### config.mk
export PLATFORM = sky130hd
export DESIGN_NAME = chan_sel_loader
export DESIGN_NICKNAME = d
export VERILOG_FILES = /design/src/verilog/chan_sel_pkg.sv /design/src/verilog/pin_sync.sv /design/src/verilog/chan_sel_loader.sv
export VERILOG_INCLUDE_DIRS = /design/src /design/src/verilog
export SDC_FILE = /design/constraint.sdc
export NUM_CORES = 1
export LEC_CHECK = 0
export BUFFER_PORTS_ARGS = -buffer_cell sky130_fd_sc_hd__buf_2
export CAP_MARGIN = 10
export CORE_ASPECT_RATIO = 1.1
export CORE_MARGIN = 5
export CORE_UTILIZATION = 44
export DETAILED_ROUTE_END_ITERATION = 10
export GPL_ROUTABILITY_DRIVEN = 0
export RECOVER_POWER = 50
export SYNTH_ARGS = -nofsm -noshare
export SYNTH_HDL_FRONTEND = slang
export SYNTH_SLANG_ARGS = --single-unit
### constraint.sdc
create_clock -name clk_sys -period 6.1 [get_ports clk_sys]
set_input_delay 0.61 -clock clk_sys [delete_from_list [all_inputs] [get_ports clk_sys]]
set_output_delay 0.61 -clock clk_sys [all_outputs]
set_load 0.02 [all_outputs]
### src/verilog/chan_sel_defs.svh
/*
 * timing counts and channel constants of the serial channel-select loader.
 * assumes a 40 MHz system clock; included by bare name.
 */
`ifndef CHAN_SEL_DEFS_SVH
`define CHAN_SEL_DEFS_SVH
`define CLK_HZ          40000000
`define T_GAP_NS        1000000
`define T_START_NS      25000
`define T_LOW_NS        5000
`define T_HIGH_NS       8000
`define T_SETTLE_NS     1500000
`define CYC_GAP         ((`T_GAP_NS * 40 + 999) / 1000)
`define CYC_START       ((`T_START_NS * 40 + 999) / 1000)
`define CYC_LOW         ((`T_LOW_NS * 40 + 999) / 1000)
`define CYC_HIGH        ((`T_HIGH_NS * 40 + 999) / 1000)
`define CYC_SETTLE      ((`T_SETTLE_NS * 40) / 1000)
`define CHAN_BITS       8
`define CHAN_MAX        8'h64
`define CHAN_DEFAULT    8'h32
`define CHAN_FAIL       8'h00
`define BASE_KHZ        20'hDC5DC
`define STEP_KHZ        20'h000FA
`endif

### src/verilog/chan_sel_pkg.sv
/*
 * types shared by the channel-select loader.
 * assumes chan_sel_defs.svh for the numbers.
 */
package chan_sel_pkg;
  typedef enum logic [2:0] {
    ST_IDLE  = 3'b000,
    ST_START = 3'b001,
    ST_LOW   = 3'b011,
    ST_HIGH  = 3'b010,
    ST_END   = 3'b110
  } load_st_t;

  typedef struct packed {
    logic [7:0]  chan;
    logic [19:0] freq_khz;
    logic        serial;
  } chan_out_t;
endpackage : chan_sel_pkg

### src/verilog/pin_sync.sv
/*
 * two flip-flop synchroniser for a bus of external pins.
 * assumes asynchronous active-low reset, clock enable freezes state.
 */
module pin_sync #(
  parameter int W = 4
) (
  input  wire logic         clk_sys,
  input  wire logic         nrst,
  input  wire logic         ce,
  input  wire logic [W-1:0] d,
  output logic      [W-1:0] q
);
  logic [W-1:0] s1_r;
  logic [W-1:0] s1_nxt;
  logic [W-1:0] q_nxt;

  // stage shift
  always_comb begin
    s1_nxt = ce ? d : s1_r;
    q_nxt  = ce ? s1_r : q;
  end

  always_ff @(posedge clk_sys or negedge nrst) begin
    if (!nrst) begin
      s1_r <= '0;
      q    <= '0;
    end else begin
      s1_r <= s1_nxt;
      q    <= q_nxt;
    end
  end
endmodule : pin_sync

### src/verilog/chan_sel_loader.sv
/*
 * serial / parallel channel-select loader of a transmitter.
 * assumes pins arrive asynchronously and a 40 MHz clk_sys.
 */
`include "chan_sel_defs.svh"
module chan_sel_loader
  import chan_sel_pkg::*;
#(
  parameter int CYC_SETTLE_P = `CYC_SETTLE
) (
  input  wire logic      clk_sys,
  input  wire logic      nrst,
  input  wire logic      ce,
  input  wire logic      mode_strap,
  input  wire logic      channel_select_bit0,
  input  wire logic      serial_clock_pin,
  input  wire logic      serial_data_pin,
  output chan_out_t      chan_o,
  output logic           load_err,
  output logic           chan_valid
);

  // counters lag the seen edge by one cycle: accept the exact minimum
  localparam logic [11:0] C_START = 12'(`CYC_START - 1);
  localparam logic [11:0] C_LOW   = 12'(`CYC_LOW - 1);
  localparam logic [11:0] C_HIGH  = 12'(`CYC_HIGH - 1);

  // ****************************************************************
  // pin synchronisers
  // ****************************************************************
  logic [3:0] pins_s;
  pin_sync #(.W(4)) u_sync (
    .clk_sys (clk_sys),
    .nrst    (nrst),
    .ce      (ce),
    .d       ({mode_strap, serial_data_pin, serial_clock_pin,
                channel_select_bit0}),
    .q       (pins_s)
  );
  logic serial_m;
  logic sclk;
  logic sdat;
  assign serial_m = pins_s[3];
  assign sclk     = pins_s[1];
  assign sdat     = pins_s[2];

  // frequency in kHz for a channel
  function automatic logic [19:0] freq_of(input logic [7:0] c);
    freq_of = `BASE_KHZ + 20'(c) * `STEP_KHZ;
  endfunction : freq_of

  // parallel table entry as a serial channel index
  function automatic logic [7:0] par_chan(input logic [2:0] p);
    unique case (p)
      3'h0: par_chan = 8'h03;
      3'h1: par_chan = 8'h0F;
      3'h2: par_chan = 8'h15;
      3'h3: par_chan = 8'h1B;
      3'h4: par_chan = 8'h27;
      3'h5: par_chan = 8'h33;
      3'h6: par_chan = 8'h45;
      3'h7: par_chan = 8'h4B;
    endcase
  endfunction : par_chan

  // ****************************************************************
  // serial load state machine
  // ****************************************************************
  load_st_t    st_r,   st_nxt;
  logic [11:0] cnt_r,  cnt_nxt;
  logic [7:0]  shf_r,  shf_nxt;
  logic [3:0]  bits_r, bits_nxt;
  logic        sclk_r, sclk_nxt;
  logic [7:0]  chan_r, chan_nxt;
  logic        err_r,  err_nxt;
  logic        init_r, init_nxt;
  logic [20:0] setl_r, setl_nxt;
  logic [1:0]  fill_r, fill_nxt;
  logic        rise;
  logic        fall;

  assign rise = sclk & ~sclk_r;
  assign fall = ~sclk & sclk_r;

  // next state of loader and selected channel
  always_comb begin
    st_nxt   = st_r;
    cnt_nxt  = (cnt_r == 12'hFFF) ? cnt_r : cnt_r + 12'h001;
    shf_nxt  = shf_r;
    bits_nxt = bits_r;
    sclk_nxt = sclk;
    chan_nxt = chan_r;
    err_nxt  = err_r;
    init_nxt = 1'b1;
    setl_nxt = (setl_r == '0) ? setl_r : setl_r - 21'h000001;
    fill_nxt = (fill_r == 2'h2) ? fill_r : fill_r + 2'h1;
    if (!init_r) begin
      // keep the reset channel until both sync stages hold real pins
      init_nxt = (fill_r == 2'h2);
      if (fill_r == 2'h2) begin
        chan_nxt = serial_m ? `CHAN_DEFAULT : par_chan(pins_s[2:0]);
      end
    end else if (!serial_m) begin
      st_nxt = ST_IDLE;
      if (chan_r != par_chan(pins_s[2:0])) begin
        chan_nxt = par_chan(pins_s[2:0]);
      end
    end else begin
      unique case (st_r)
        ST_IDLE: begin
          if (sclk && !sdat) begin
            st_nxt  = ST_START;
            cnt_nxt = '0;
          end
        end
        ST_START: begin
          if (fall && !sdat) begin
            st_nxt   = (cnt_r >= C_START) ? ST_LOW : ST_END;
            err_nxt  = (cnt_r < C_START);
            cnt_nxt  = '0;
            bits_nxt = '0;
          end else if (sdat) begin
            st_nxt = ST_IDLE;  // start abandoned
          end
        end
        ST_LOW: begin
          if (rise) begin
            // lsb first shift at the rising edge
            shf_nxt  = {sdat, shf_r[7:1]};
            bits_nxt = bits_r + 4'h1;
            cnt_nxt  = '0;
            st_nxt   = ST_HIGH;
            if (cnt_r < C_LOW) begin
              err_nxt = 1'b1;
            end
          end
        end
        ST_HIGH: begin
          if (fall) begin
            cnt_nxt = '0;
            if (cnt_r < C_HIGH || bits_r == 4'h8) begin
              err_nxt = 1'b1;
              st_nxt  = ST_END;
              chan_nxt = `CHAN_FAIL;
            end else begin
              st_nxt = ST_LOW;
            end
          end else if (bits_r == 4'h8 && sdat) begin
            // both lines high after eighth bit: latch
            st_nxt = ST_END;
            if (err_r || shf_r > `CHAN_MAX) begin
              err_nxt  = 1'b1;
              chan_nxt = `CHAN_FAIL;
            end else begin
              chan_nxt = shf_r;
            end
          end
        end
        ST_END: begin
          if (err_r) begin
            chan_nxt = `CHAN_FAIL;
          end
          if (!sclk || !sdat) begin
            st_nxt = (sclk && !sdat) ? ST_START : ST_IDLE;
            cnt_nxt = '0;
            if (sclk && !sdat) begin
              err_nxt = 1'b0;
            end
          end
        end
        default: st_nxt = ST_IDLE;
      endcase
    end
    if (chan_nxt != chan_r || !init_r) begin
      setl_nxt = 21'(CYC_SETTLE_P);
    end
  end

  // register all loader state
  always_ff @(posedge clk_sys or negedge nrst) begin
    if (!nrst) begin
      st_r   <= ST_IDLE;
      cnt_r  <= '0;
      shf_r  <= '0;
      bits_r <= '0;
      sclk_r <= 1'b0;
      chan_r <= `CHAN_DEFAULT;
      err_r  <= 1'b0;
      init_r <= 1'b0;
      setl_r <= '0;
      fill_r <= '0;
    end else if (ce) begin
      st_r   <= st_nxt;
      cnt_r  <= cnt_nxt;
      shf_r  <= shf_nxt;
      bits_r <= bits_nxt;
      sclk_r <= sclk_nxt;
      chan_r <= chan_nxt;
      err_r  <= err_nxt;
      init_r <= init_nxt;
      setl_r <= setl_nxt;
      fill_r <= fill_nxt;
    end
  end

  // ****************************************************************
  // outputs
  // ****************************************************************
  logic [19:0] freq_r;
  logic        ser_r;
  always_ff @(posedge clk_sys or negedge nrst) begin
    if (!nrst) begin
      freq_r <= 20'h0;
      ser_r  <= 1'b0;
    end else if (ce) begin
      freq_r <= freq_of(chan_r);
      ser_r  <= serial_m;
    end
  end
  assign chan_o     = '{chan: chan_r, freq_khz: freq_r, serial: ser_r};
  assign load_err   = err_r;
  assign chan_valid = init_r && (setl_r == '0);
endmodule : chan_sel_loader

# Word-level counts from Yosys, hierarchy flattened
# Memories as Yosys holds them, arrays and structs flattened.
# Index checks and enable logic that the tools add are counted.
# word_totals
ff_bits	90
romBits	144
in_bits	7
output_inout_bits	31
word_cells	127
mem_count	3
# mem_list
name	depth	width	read_ports	rd_clocked_by_memory_dff	write_ports	line	rtl
(name not given)	8	6	1	0	0	chan_sel_loader.sv:54	unique case (p)
(name not given)	8	6	1	0	0	chan_sel_loader.sv:54	
(name not given)	8	6	1	0	0	chan_sel_loader.sv:54	
# classes
add_sub_neg	5
mul	1
magnitude_cmp	5
eq_ne	23
n_mux	50
bitwise	5
n_reduce_logical	21
# ops
op	count
12-bit two-way mux	8
8-bit two-way mux	12
12-bit case mux with 5 select lines	1
21-bit two-way mux	2
3-bit two-way mux	10
21-bit logical NOT	1
21-bit by 1-bit subtractor with 21-bit output (second input constant)	1
19-bit by 17-bit adder with 20-bit output (first input constant)	1
3-bit inequality test (second input constant)	6
8-bit inequality test	2
8-bit case mux with 2 select lines	1
8-bit by 7-bit multiplier with 15-bit output (second input constant)	1
3-bit case mux with 5 select lines	1
12-bit by 1-bit adder with 12-bit output (second input constant)	1
12-bit equality test (second input constant)	1
12-bit by 10-bit >= comparator with 1-bit output (second input constant)	1
12-bit by 10-bit less-than comparator with 1-bit output (second input constant)	1
12-bit by 8-bit less-than comparator with 1-bit output (second input constant)	1
12-bit by 9-bit less-than comparator with 1-bit output (second input constant)	1
2-bit inequality test (second input constant)	6
12-bit AND reduction	1
1-bit two-way mux	11
8-bit by 7-bit > comparator with 1-bit output (second input constant)	1
4-bit two-way mux	2
other kinds (22)	36

# Logic depth before layout (Yosys ltp)
# Gate-level depths: netlist of the first run.
# depth
word_depth	12
depth_mapped	17
ltp_nobuf	17

# Hierarchy
# Synthesis of the first run repeated with hierarchy kept, for this count alone.
# hier_totals
hier_cells	760
area_unflattened_um2	6855.3
# by_module_without_submodules
module	n_inst	cells_per_inst	area_per_inst_um2	seq_area_each_um2
chan_sel_loader	1	743	6523.8	2005.7
pin_sync	1	17	331.6	200.2

# Least setup slack after synthesis of the first run
# OpenSTA, ideal clock, no wires.
# synth_path
path_kind	register to register
from	reg chan_r[1]
to	reg freq_r[15]
setup_ps	125
arrival_ps	4899
required_ps	5975
setup_slack_ps	1076
stages_incl_launch_ff	17
path_buffers	0
synth_period_minus_slack_ps	5024
cell_sequence	dfstp_2 fa_1 xor2_1 ha_1 fa_1 inv_1 fa_1 inv_1 ha_1 o21a_1 o31a_1 o211ai_1 a21oi_1 a2111oi_1 nand2_1 xor2_1 mux2_2
# synth_via
elab_chain_cells	2
# synth_lines
item	line	rtl
start, declared	chan_sel_loader.sv:74	logic [7:0] chan_r, chan_nxt;
start signal, assigned	chan_sel_loader.sv:187	chan_r <= `CHAN_DEFAULT;
start signal, assigned	chan_sel_loader.sv:198	chan_r <= chan_nxt;
8-bit by 7-bit multiplier with 15-bit output (no line)	n/a	
19-bit by 17-bit adder with 20-bit output (no line)	n/a	
end signal, assigned	chan_sel_loader.sv:216	freq_r <= freq_of(chan_r);
end, declared	chan_sel_loader.sv:209	logic [19:0] freq_r;
# Every way passes these cells.
# A chain may end at the register's enable or synchronous reset.

# Final worst setup path of the first run
# Same ends and word-level chain as after synthesis.

==> summary.txt, run 1 <==
Outcome
  • Status: complete, but fails checks
  • Violated checks: capacitance limit, slew limit

STA
  • Final hold vios: 0
  • Minimum clock period: 5370 ps
  • Setup repair after global routing missed its margin: no
  • Tightest Pin Transition: 3250 ps
  • Setup_tns: 0 ps
  • Worst Clk Skew: 9.85 ps
  • Final worst-path cycle share: 0.881
  • Max Fclk: 186 MHz
  • Setup Viol. Count Final: 0
  • Slew headroom: -1.17
  • Slew Viols, Final: 161

CTS
  • CTS tree: yes
  • Max clock buf depth: 2
  • Hold buffer count at CTS: 0
  • Root Buffer: clkbuf_16
  • Post-CTS setup buffer count: 0
  • Reg clk slew, reported paths: 70 ps
  • Cts bufs inserted: 9
  • Sink Count: 88
  • Resize count post-CTS: 0
  • Depth of the CTS H-tree: 3
  • Clock Latency Late Sink: 350 ps

Logic synthesis
  • Syn_nets: 825
  • Unique cell type count in the Yosys netlist: 80
  • Largest area contributor in the netlist: dfrtp_1
  • Yosys Warn Count: 0
  • Synth top area cells: dfrtp_1 31%, ha_1 8.7%, fa_1 6.2%, mux2_2 4.2%, nor2_1 3.6%
  • Seq/Total Area, Yosys: 0.326
  • Seq cells post-synth: 88
  • Post-synth EDFFs: 0
  • Share of synthesized registers carrying an async set or reset: 1.00
  • Netlist Area Pre-Place: 6770 um2
  • Post-synth top flop: dfrtp_1
  • Post-synthesis instance total: 750
  • Share of the synthesized area in the top cell type: 0.314
  • Post-Syn Area per Cell: 9.02 um2

Worst setup path
  • Worst-path maximum fanout: 12
  • Startpoint types: flip-flop
  • Reg-to-Reg Start: chan_r[1]
  • Reg-to-reg setup timing slack: 730 ps
  • CP Capture Point: freq_r[15]
  • Worst Setup SP: chan_r[1]
  • Worst Path Required: 6330 ps
  • Reg2Reg Depth: 16
  • Setup CP Type: flip-flop to flip-flop
  • CP Capture Type: flip-flop
  • Critical Path AT: 5610 ps
  • Worst r2r dst: freq_r[15]

Route
  • Routed WL per cell: 16.5 um
  • Remaining antenna violation count: 0
  • WL final: 16000 um
  • Via density per instance: 5.77
  • DRC Markers: 0
  • First-pass DRT Iterations: 5
  • Detailed Route Iter0 Violations: 466
  • DR vias: 5597

Layout
  • Final Instance Area: 7320 um2
  • Final Net Count: 844
  • Layout cells sized above 1: 0.109
  • Final Core Density: 0.487
  • Filler cell count: 1480
  • Area grow syn2layout: 8.23%
  • Antenna cells: 0

Hold path
  • Cells on Worst Hold Path: 2
  • Worst hold path type: flip-flop to flip-flop

GRT
  • Global-route wire length before repair: 26700 um
  • Vias in the first global route: 5463
  • GRT Residual Overflow: 0
  • Initial antenna violation count: 0
  • Total track usage: 0.180
  • Largest net degree at the start of global routing: 70

Die
  • Total Die Area: 18000 um2
  • Core area: 15100 um2
  • Die Span Y: 140 um
  • # rows: 47
  • Starting density of the core: 0.450
  • Die width: 128 um
  • Top Ports: 38

Place
  • Post-DP Area: 7070 um2
  • Number of port buffers: 36
  • Post-DP HPWL: 11800 um

Run
  • Max Cap Viol: 3
[metal layers]
layer  up-vias  GRT usage  wire [um]
met2       130      0.310       7910
li1       2723          -          -
met3        36     0.0251        568
met5         -          0          0
met1      2708      0.226       7050
met4         0     0.0732        432
[registers in the layout, indices dropped and copies added (netlist names)]
signal / count
ser_r: 1
load_err: 1
cnt_r: 12
setl_r: 21
sclk_r: 1
u_sync.q: 4
st_r: 3
freq_r: 18
u_sync.s1_r: 4
bits_r: 4
chan_r: 8
shf_r: 8
fill_r: 2
init_r: 1
[stage by stage]
stage,hold slack [ps],std cells,worst slack [ps]
6_report,483,970,725
5_1_grt,485,970,353
4_1_cts,184,969,703
3_5_place_dp,468,953,717
3_3_place_gp,462,953,932
2_1_floorplan,314,750,1080
[cell usage in the layout, fill, tap and decap left out, drive strengths merged, types with 11 or more instances in the layout]
| cell type | count |
|---|---|
| ha | 47 |
| xnor2 | 22 |
| xor2 | 11 |
| nor2 | 65 |
| nor3 | 19 |
| buf | 20 |
| inv | 57 |
| nor2b | 13 |
| dfrtp | 85 |
| mux2 | 25 |
| a31oi | 12 |
| a21oi | 41 |
| fa | 21 |
| a21o | 12 |
| nand2 | 56 |
| nand2b | 11 |
| o21ai | 48 |
| clkbuf | 30 |
| nand3 | 29 |
[synthesized netlist by cell type (4+ instances only)]
cell	number
buf_4	4
a21o_1	12
o211ai_1	5
nand3_1	28
a311oi_1	4
a21oi_1	40
mux2_2	25
o21ai_0	42
nor2_1	65
dfrtp_1	85
mux2i_1	4
clkbuf_1	21
o21ai_1	6
a31oi_1	12
a211oi_1	6
nand2_1	56
inv_1	54
nand4_1	8
or3_1	9
fa_1	21
ha_1	47
o21a_1	8
and3_1	9
o22ai_1	5
a41oi_1	5
nand2b_1	11
nor3_1	18
xnor2_1	22
or2_2	6
and2_1	7
nor2b_1	13
buf_2	4
xor2_1	11
nor4_1	6
[final cells by class]
cell class	instances	area (um2)	share of cell area
Timing Repair Buffer	39	175	0.0239
Clock inverter	5	40.0	0.00547
Multi-Input combinational cell	577	4220	0.577
Clock buffer	11	233	0.0318
Tap cell	196	245	0.0335
Inverter	54	203	0.0277
Sequential cell	88	2210	0.301
[worst min-delay path by stage]
stage / from / endpoint / slack, ps
after global routing: serial_data_pin / u_sync.s1_r[2] / 490
after detailed placement: freq_r[9] / freq_r[9] / 470
final: u_sync.s1_r[3] / u_sync.q[3] / 480
after floorplan: nrst / bits_r[0] / 310
after global placement: fill_r[0] / fill_r[0] / 460
after CTS: nrst / freq_r[14] / 180
[critical path: stages, from the launching register on]
cell and delay (ps):
dfstp_2 710, fa_1 540, xor2_1 200, ha_1 300, fa_1 510, inv_1 50
fa_1 490, inv_1 40, ha_1 320, o21a_1 140, o31a_1 280, o211ai_1 220
a21oi_1 100, a2111oi_1 760, nand2_1 140, xor2_1 170, mux2_2 270
[logic make-up (layout without fill, tap and decap cells)]
family | count (synthesis) | count (layout) | synth area share
AND/OR/NAND/NOR | 258 | 258 | 0.196
flip-flops | 88 | 88 | 0.326
other | 1 | 1 | 0.000554
multiplexers | 29 | 29 | 0.0475
buffers and inverters | 85 | 109 | 0.0501
XOR/XNOR | 33 | 33 | 0.0427
AO/OA/AOI/OAI | 188 | 188 | 0.188
adder cells (fa/ha/maj) | 68 | 68 | 0.149
Power of run 1 is not shown: default switching activity piles up to over one toggle a cycle in this logic, so the estimate is an artifact.
==> run 2: changes to the inputs <==
==> constraint.sdc (replaced) <==
create_clock -name clk_sys -period 6.1 [get_ports clk_sys]
set_input_delay 0 -clock clk_sys [delete_from_list [all_inputs] [get_ports clk_sys]]
set_output_delay 0 -clock clk_sys [all_outputs]
set_load 0.02 [all_outputs]
==> summary.txt, run 2 (synthesis gave the netlist of run 1 again) <==
Route
  • Routed WL per cell: 16.4 um
  • Detailed Route Iter0 Violations: 401
  • Via density per instance: 5.75
  • DR vias: 5607
  • DRC Markers: 0
  • First-pass DRT Iterations: 5
  • WL final: 16000 um
  • Remaining antenna violation count: 0

Layout
  • Final Core Density: 0.489
  • Commonest non-fill, non-tap cell in the layout: dfrtp_1
  • Most frequent cells in the layout: 85 x dfrtp_1, 65 x nor2_1, 56 x nand2_1
  • Area grow syn2layout: 8.74%
  • Largest Register: setl_r
  • Filler cell count: 1480
  • Biggest regs: setl_r (21), freq_r (18), cnt_r (12)
  • Antenna cells: 0
  • Layout cells sized above 1: 0.0886
  • Final Net Count: 849
  • Largest register FFs: 21

STA
  • Setup repair after global routing missed its margin: no
  • Slew headroom: -1.16
  • Tightest Pin Transition: 3250 ps
  • Minimum clock period: 5550 ps
  • Max Fclk: 180 MHz
  • Setup Viol. Count Final: 0
  • Slew Viols, Final: 161
  • Final hold vios: 0
  • Setup WS post-layout: 546 ps
  • Final worst-path cycle share: 0.910
  • Worst Clk Skew: 10.9 ps
  • Setup_tns: 0 ps

CTS
  • Max clock buf depth: 2
  • Resize count post-CTS: 0
  • Sink Count: 88
  • Reg clk slew, reported paths: 70 ps
  • Root Buffer: clkbuf_16
  • Depth of the CTS H-tree: 3
  • Clock Latency Late Sink: 350 ps
  • CTS tree: yes
  • Cts bufs inserted: 9

Worst setup path
  • Startpoint types: flip-flop
  • Setup CP Type: flip-flop to flip-flop
  • Critical Path AT: 5780 ps
  • CP Capture Type: flip-flop
  • Worst Path Required: 6330 ps
  • Worst-path maximum fanout: 12

GRT
  • Vias in the first global route: 5471
  • Total track usage: 0.180
  • Largest net degree at the start of global routing: 70
  • Global-route wire length before repair: 26800 um
  • Initial antenna violation count: 0
  • GRT Residual Overflow: 0

Die
  • Top Ports: 38
  • Core area: 15100 um2
  • Total Die Area: 18000 um2
  • # rows: 47
  • Die Span Y: 140 um
  • Starting density of the core: 0.450
  • Die width: 128 um

Hold path
  • Worst hold path type: input pin to flip-flop

Place
  • Pre-CTS setup slack: 717 ps
  • Post-DP HPWL: 11800 um
  • Number of port buffers: 36

Run
  • Max Cap Viol: 3

Outcome
  • Violated checks: capacitance limit, slew limit
  • Status: complete, but fails checks
==> run 2: cell types whose count changed in the layout (fill, tap and decap cells not counted), sizes merged <==
| cell | before | now |
|---|---|---|
| buf | 20 | 8 |
| clkbuf | 30 | 42 |
| dlygate4sd3 | 0 | 5 |
==> run 2: timing repair <==
| item | 4_1_cts | 5_1_grt |
|---|---|---|
| endpoints found under the hold margin | 31 | 0 |
| hold buffers | 5 | 0 |
| buffers inserted | 0 | 0 |
==> run 2: critical path, stage by stage, from the launching register on <==
cell       delay, ps
dfstp_1          850
fa_1             580
xor2_1           200
ha_1             300
fa_1             510
inv_1             50
fa_1             490
inv_1             40
ha_1             320
o21a_1           140
o31a_1           280
o211ai_1         220
a21oi_1          100
a2111oi_1        760
nand2_1          140
xor2_1           160
mux2_2           270
==> run 2: worst paths after layout <==
check | start | endpoint | slack (ps) | cells past startpoint
max in group asynchronous | nrst | setl_r[2] | 1680 | 3
min in group asynchronous | nrst | freq_r[14] | 620 | 2
worst max register to register | chan_r[1] | freq_r[15] | 550 | 16
worst min register to register | u_sync.s1_r[3] | u_sync.q[3] | 480 | 2
worst min-delay path | ce | st_r[2] | 140 | 4
worst max-delay path | chan_r[1] | freq_r[15] | 550 | 16
==> run 2: layer usage <==
| layer | share of wire | up-vias | global-route usage | wire [um] |
|---|---|---|---|---|
| li1 | - | 2735 | - | - |
| met1 | 0.44 | 2710 | 0.226 | 7000 |
| met2 | 0.49 | 130 | 0.311 | 7920 |
| met3 | 0.041 | 32 | 0.0251 | 656 |
| met4 | 0.027 | 0 | 0.0732 | 433 |
| met5 | 0 | - | 0 | 0 |
==> run 2: metrics by stage <==
step                area, um2  hold WS (ps)  std cells
floorplan                6770          -296        750
global placement         7070         -57.2        953
detailed placement       7070         -50.9        953
CTS                      7400           102        974
global route             7360           177        975
finish                   7360           139        975
==> run 2: area by class of cell <==
cell class	instances	area, um2	share of cell area
Multi-Input combinational cell	577	4220	0.574
Sequential cell	88	2210	0.300
Tap cell	196	245	0.0333
Clock buffer	11	233	0.0316
Timing Repair Buffer	44	210	0.0286
Inverter	54	203	0.0275
Clock inverter	5	40.0	0.00544
Power of run 2 is left out for the same reason.
==> run 3: changes to the inputs <==
- GPL_ROUTABILITY_DRIVEN: 0 -> 1
- SETUP_SLACK_MARGIN: unset -> 0.3
- SYNTH_HIERARCHICAL: unset -> 1
==> summary.txt, run 3 <==
Worst setup path
  • Reg-to-Reg Start: chan_r[5]
  • Reg-to-reg setup timing slack: 790 ps
  • Startpoint types: flip-flop
  • Worst r2r dst: freq_r[15]
  • Reg2Reg Depth: 15
  • Setup CP Type: flip-flop to flip-flop
  • Critical Path AT: 5400 ps
  • Worst Path Required: 6190 ps
  • CP Capture Type: flip-flop
  • Worst-path maximum fanout: 12

Die
  • Die Span Y: 141 um
  • # rows: 47
  • Starting density of the core: 0.452
  • Total Die Area: 18200 um2
  • Top Ports: 38
  • Die width: 129 um
  • Core area: 15200 um2

CTS
  • Sink Count: 88
  • CTS tree: yes
  • Depth of the CTS H-tree: 3
  • Cts bufs inserted: 9
  • Max clock buf depth: 2
  • Root Buffer: clkbuf_16
  • Clock Latency Late Sink: 350 ps
  • Reg clk slew, reported paths: 70 ps
  • Post-CTS setup buffer count: 0

Route
  • WL final: 17100 um
  • First-pass DRT Iterations: 5
  • DRC Markers: 0
  • Detailed Route Iter0 Violations: 479
  • DR vias: 5752
  • Via density per instance: 5.85
  • Remaining antenna violation count: 0
  • Routed WL per cell: 17.4 um

Layout
  • Sequential cell area: 2210 um2
  • Final Core Density: 0.490
  • Commonest non-fill, non-tap cell in the layout: dfrtp_1
  • Non-Filler Instances: 984
  • Filler cell count: 1478
  • Largest Register: setl_r
  • Antenna cells: 0
  • Largest register FFs: 21
  • Most frequent cells in the layout: 85 x dfrtp_1, 69 x nor2_1, 59 x inv_1
  • Final Net Count: 859
  • Layout cells sized above 1: 0.0761
  • Area grow syn2layout: 8.40%
  • Final Instance Area: 7430 um2
  • Biggest regs: setl_r (21), freq_r (18), cnt_r (12)
  • Area of the multi-input gates: 4240 um2

Logic synthesis
  • Share of synthesized registers carrying an async set or reset: 1.00
  • Largest area contributor in the netlist: dfrtp_1
  • Netlist Area Pre-Place: 6860 um2
  • Yosys Warn Count: 6
  • Synth top area cells: dfrtp_1 31%, ha_1 8.6%, fa_1 6.1%, a21oi_1 3.9%, o21ai_0 3.8%
  • Count leader, synth: dfrtp_1
  • Seq/Total Area, Yosys: 0.322
  • Post-synthesis instance total: 760
  • Post-Syn Area per Cell: 9.02 um2
  • Syn_nets: 835
  • Post-synth EDFFs: 0
  • Synth top cells by count: 85 x dfrtp_1, 69 x nor2_1, 59 x inv_1, 54 x a21oi_1, 52 x o21ai_0
  • Share of the synthesized area in the top cell type: 0.310
  • Unique cell type count in the Yosys netlist: 79
  • Post-synth top flop: dfrtp_1
  • Seq cells post-synth: 88

STA
  • Setup_tns: 0 ps
  • Max Fclk: 188 MHz
  • Minimum clock period: 5310 ps
  • Setup Viol. Count Final: 0
  • Slew Viols, Final: 163
  • Tightest Pin Transition: 3280 ps
  • Final hold vios: 0
  • Setup repair after global routing missed its margin: no
  • Slew headroom: -1.19
  • Worst Clk Skew: 5.58 ps
  • Final worst-path cycle share: 0.870

GRT
  • Total track usage: 0.195
  • GRT Residual Overflow: 0
  • Global-route wire length before repair: 28800 um
  • Largest net degree at the start of global routing: 72
  • Initial antenna violation count: 0
  • Vias in the first global route: 5633

Outcome
  • Status: complete, but fails checks
  • Violated checks: capacitance limit, slew limit

Hold path
  • Hold Crit Start: ce
  • WHS Endpoint: bits_r[0]
  • Worst hold path type: input pin to flip-flop
  • Cells on Worst Hold Path: 6

Place
  • Number of port buffers: 36
  • Post-DP Area: 7160 um2
  • RD Place Congestion: 0.967
  • DP Cell Count: 964
  • Post-DP HPWL: 12400 um

Run
  • Max Cap Viol: 3
-- run 3: cell types whose count changed after synthesis, sizes merged, moves of 4 or more --
cell	change
nor2	+4
a311oi	-4
nand2	-14
a21oi	+14
nand3	-10
or4	+4
nand4	+5
buf	+4
a22o	+4
o21ai	+5
a22oi	+5
inv	+5
-- run 3: kinds of logic after synthesis --
logic type,share of synthesized area
other,0.000547
adder cells (fa/ha/maj),0.147
XOR/XNOR,0.0460
AND/OR/NAND/NOR,0.184
flip-flops,0.322
AO/OA/AOI/OAI,0.193
multiplexers,0.0513
buffers and inverters,0.0558
-- run 3: cell type report --
| type | instances | share of cell area |
|---|---|---|
| clock inverter | 5 | 0.00758 |
| clock buffer | 10 | 0.0322 |
| inverter | 59 | 0.0298 |
| multi-input combinational | 580 | 0.571 |
| timing repair buffer | 46 | 0.0300 |
| tap | 196 | 0.0330 |
| sequential | 88 | 0.297 |
-- run 3: timing repair --
| item | in CTS | in global routing |
|---|---|---|
| resized for setup | 0 | 0 |
| hold endpoints to repair | 31 | 0 |
| setup endpoints to repair | 0 | 0 |
| hold buffers | 5 | 0 |
-- run 3: stage by stage --
stage / hold WS, ps / setup WS, ps
detailed placement: -49.6 / 1090
finish: 217 / 790
CTS: 120 / 1070
global route: 263 / 449
floorplan: -296 / 1330
global placement: -54.5 / 1190
-- run 3: how the worst max path moves through the flow --
stage                         start          to  depth (start not counted)
after global placement    chan_r[2]  freq_r[14]                         16
after global routing           nrst   chan_r[0]                          3
after floorplan           chan_r[1]  freq_r[14]                         16
after detailed placement  chan_r[2]  freq_r[14]                         16
final                     chan_r[5]  freq_r[15]                         15
after CTS                 chan_r[2]  freq_r[14]                         16
-- run 3: worst max-delay path, stage by stage, from the launching register on --
cell,delay [ps]
dfstp_1,870
inv_1,260
fa_1,540
inv_1,50
fa_1,520
fa_1,420
ha_1,310
ha_1,270
or4_1,530
o221a_2,260
a21o_1,180
a21oi_1,170
xnor2_1,130
a41oi_1,280
xnor2_1,160
a21oi_1,80
-- run 3: layer usage --
layer / track usage / wire (um) / vias up
met2: 0.316 / 8180 / 147
met3: 0.0276 / 700 / 28
li1: - / - / 2777
met5: 0 / 0 / -
met1: 0.266 / 7770 / 2800
met4: 0.0724 / 451 / 0
Power of run 3 is left out for the same reason.
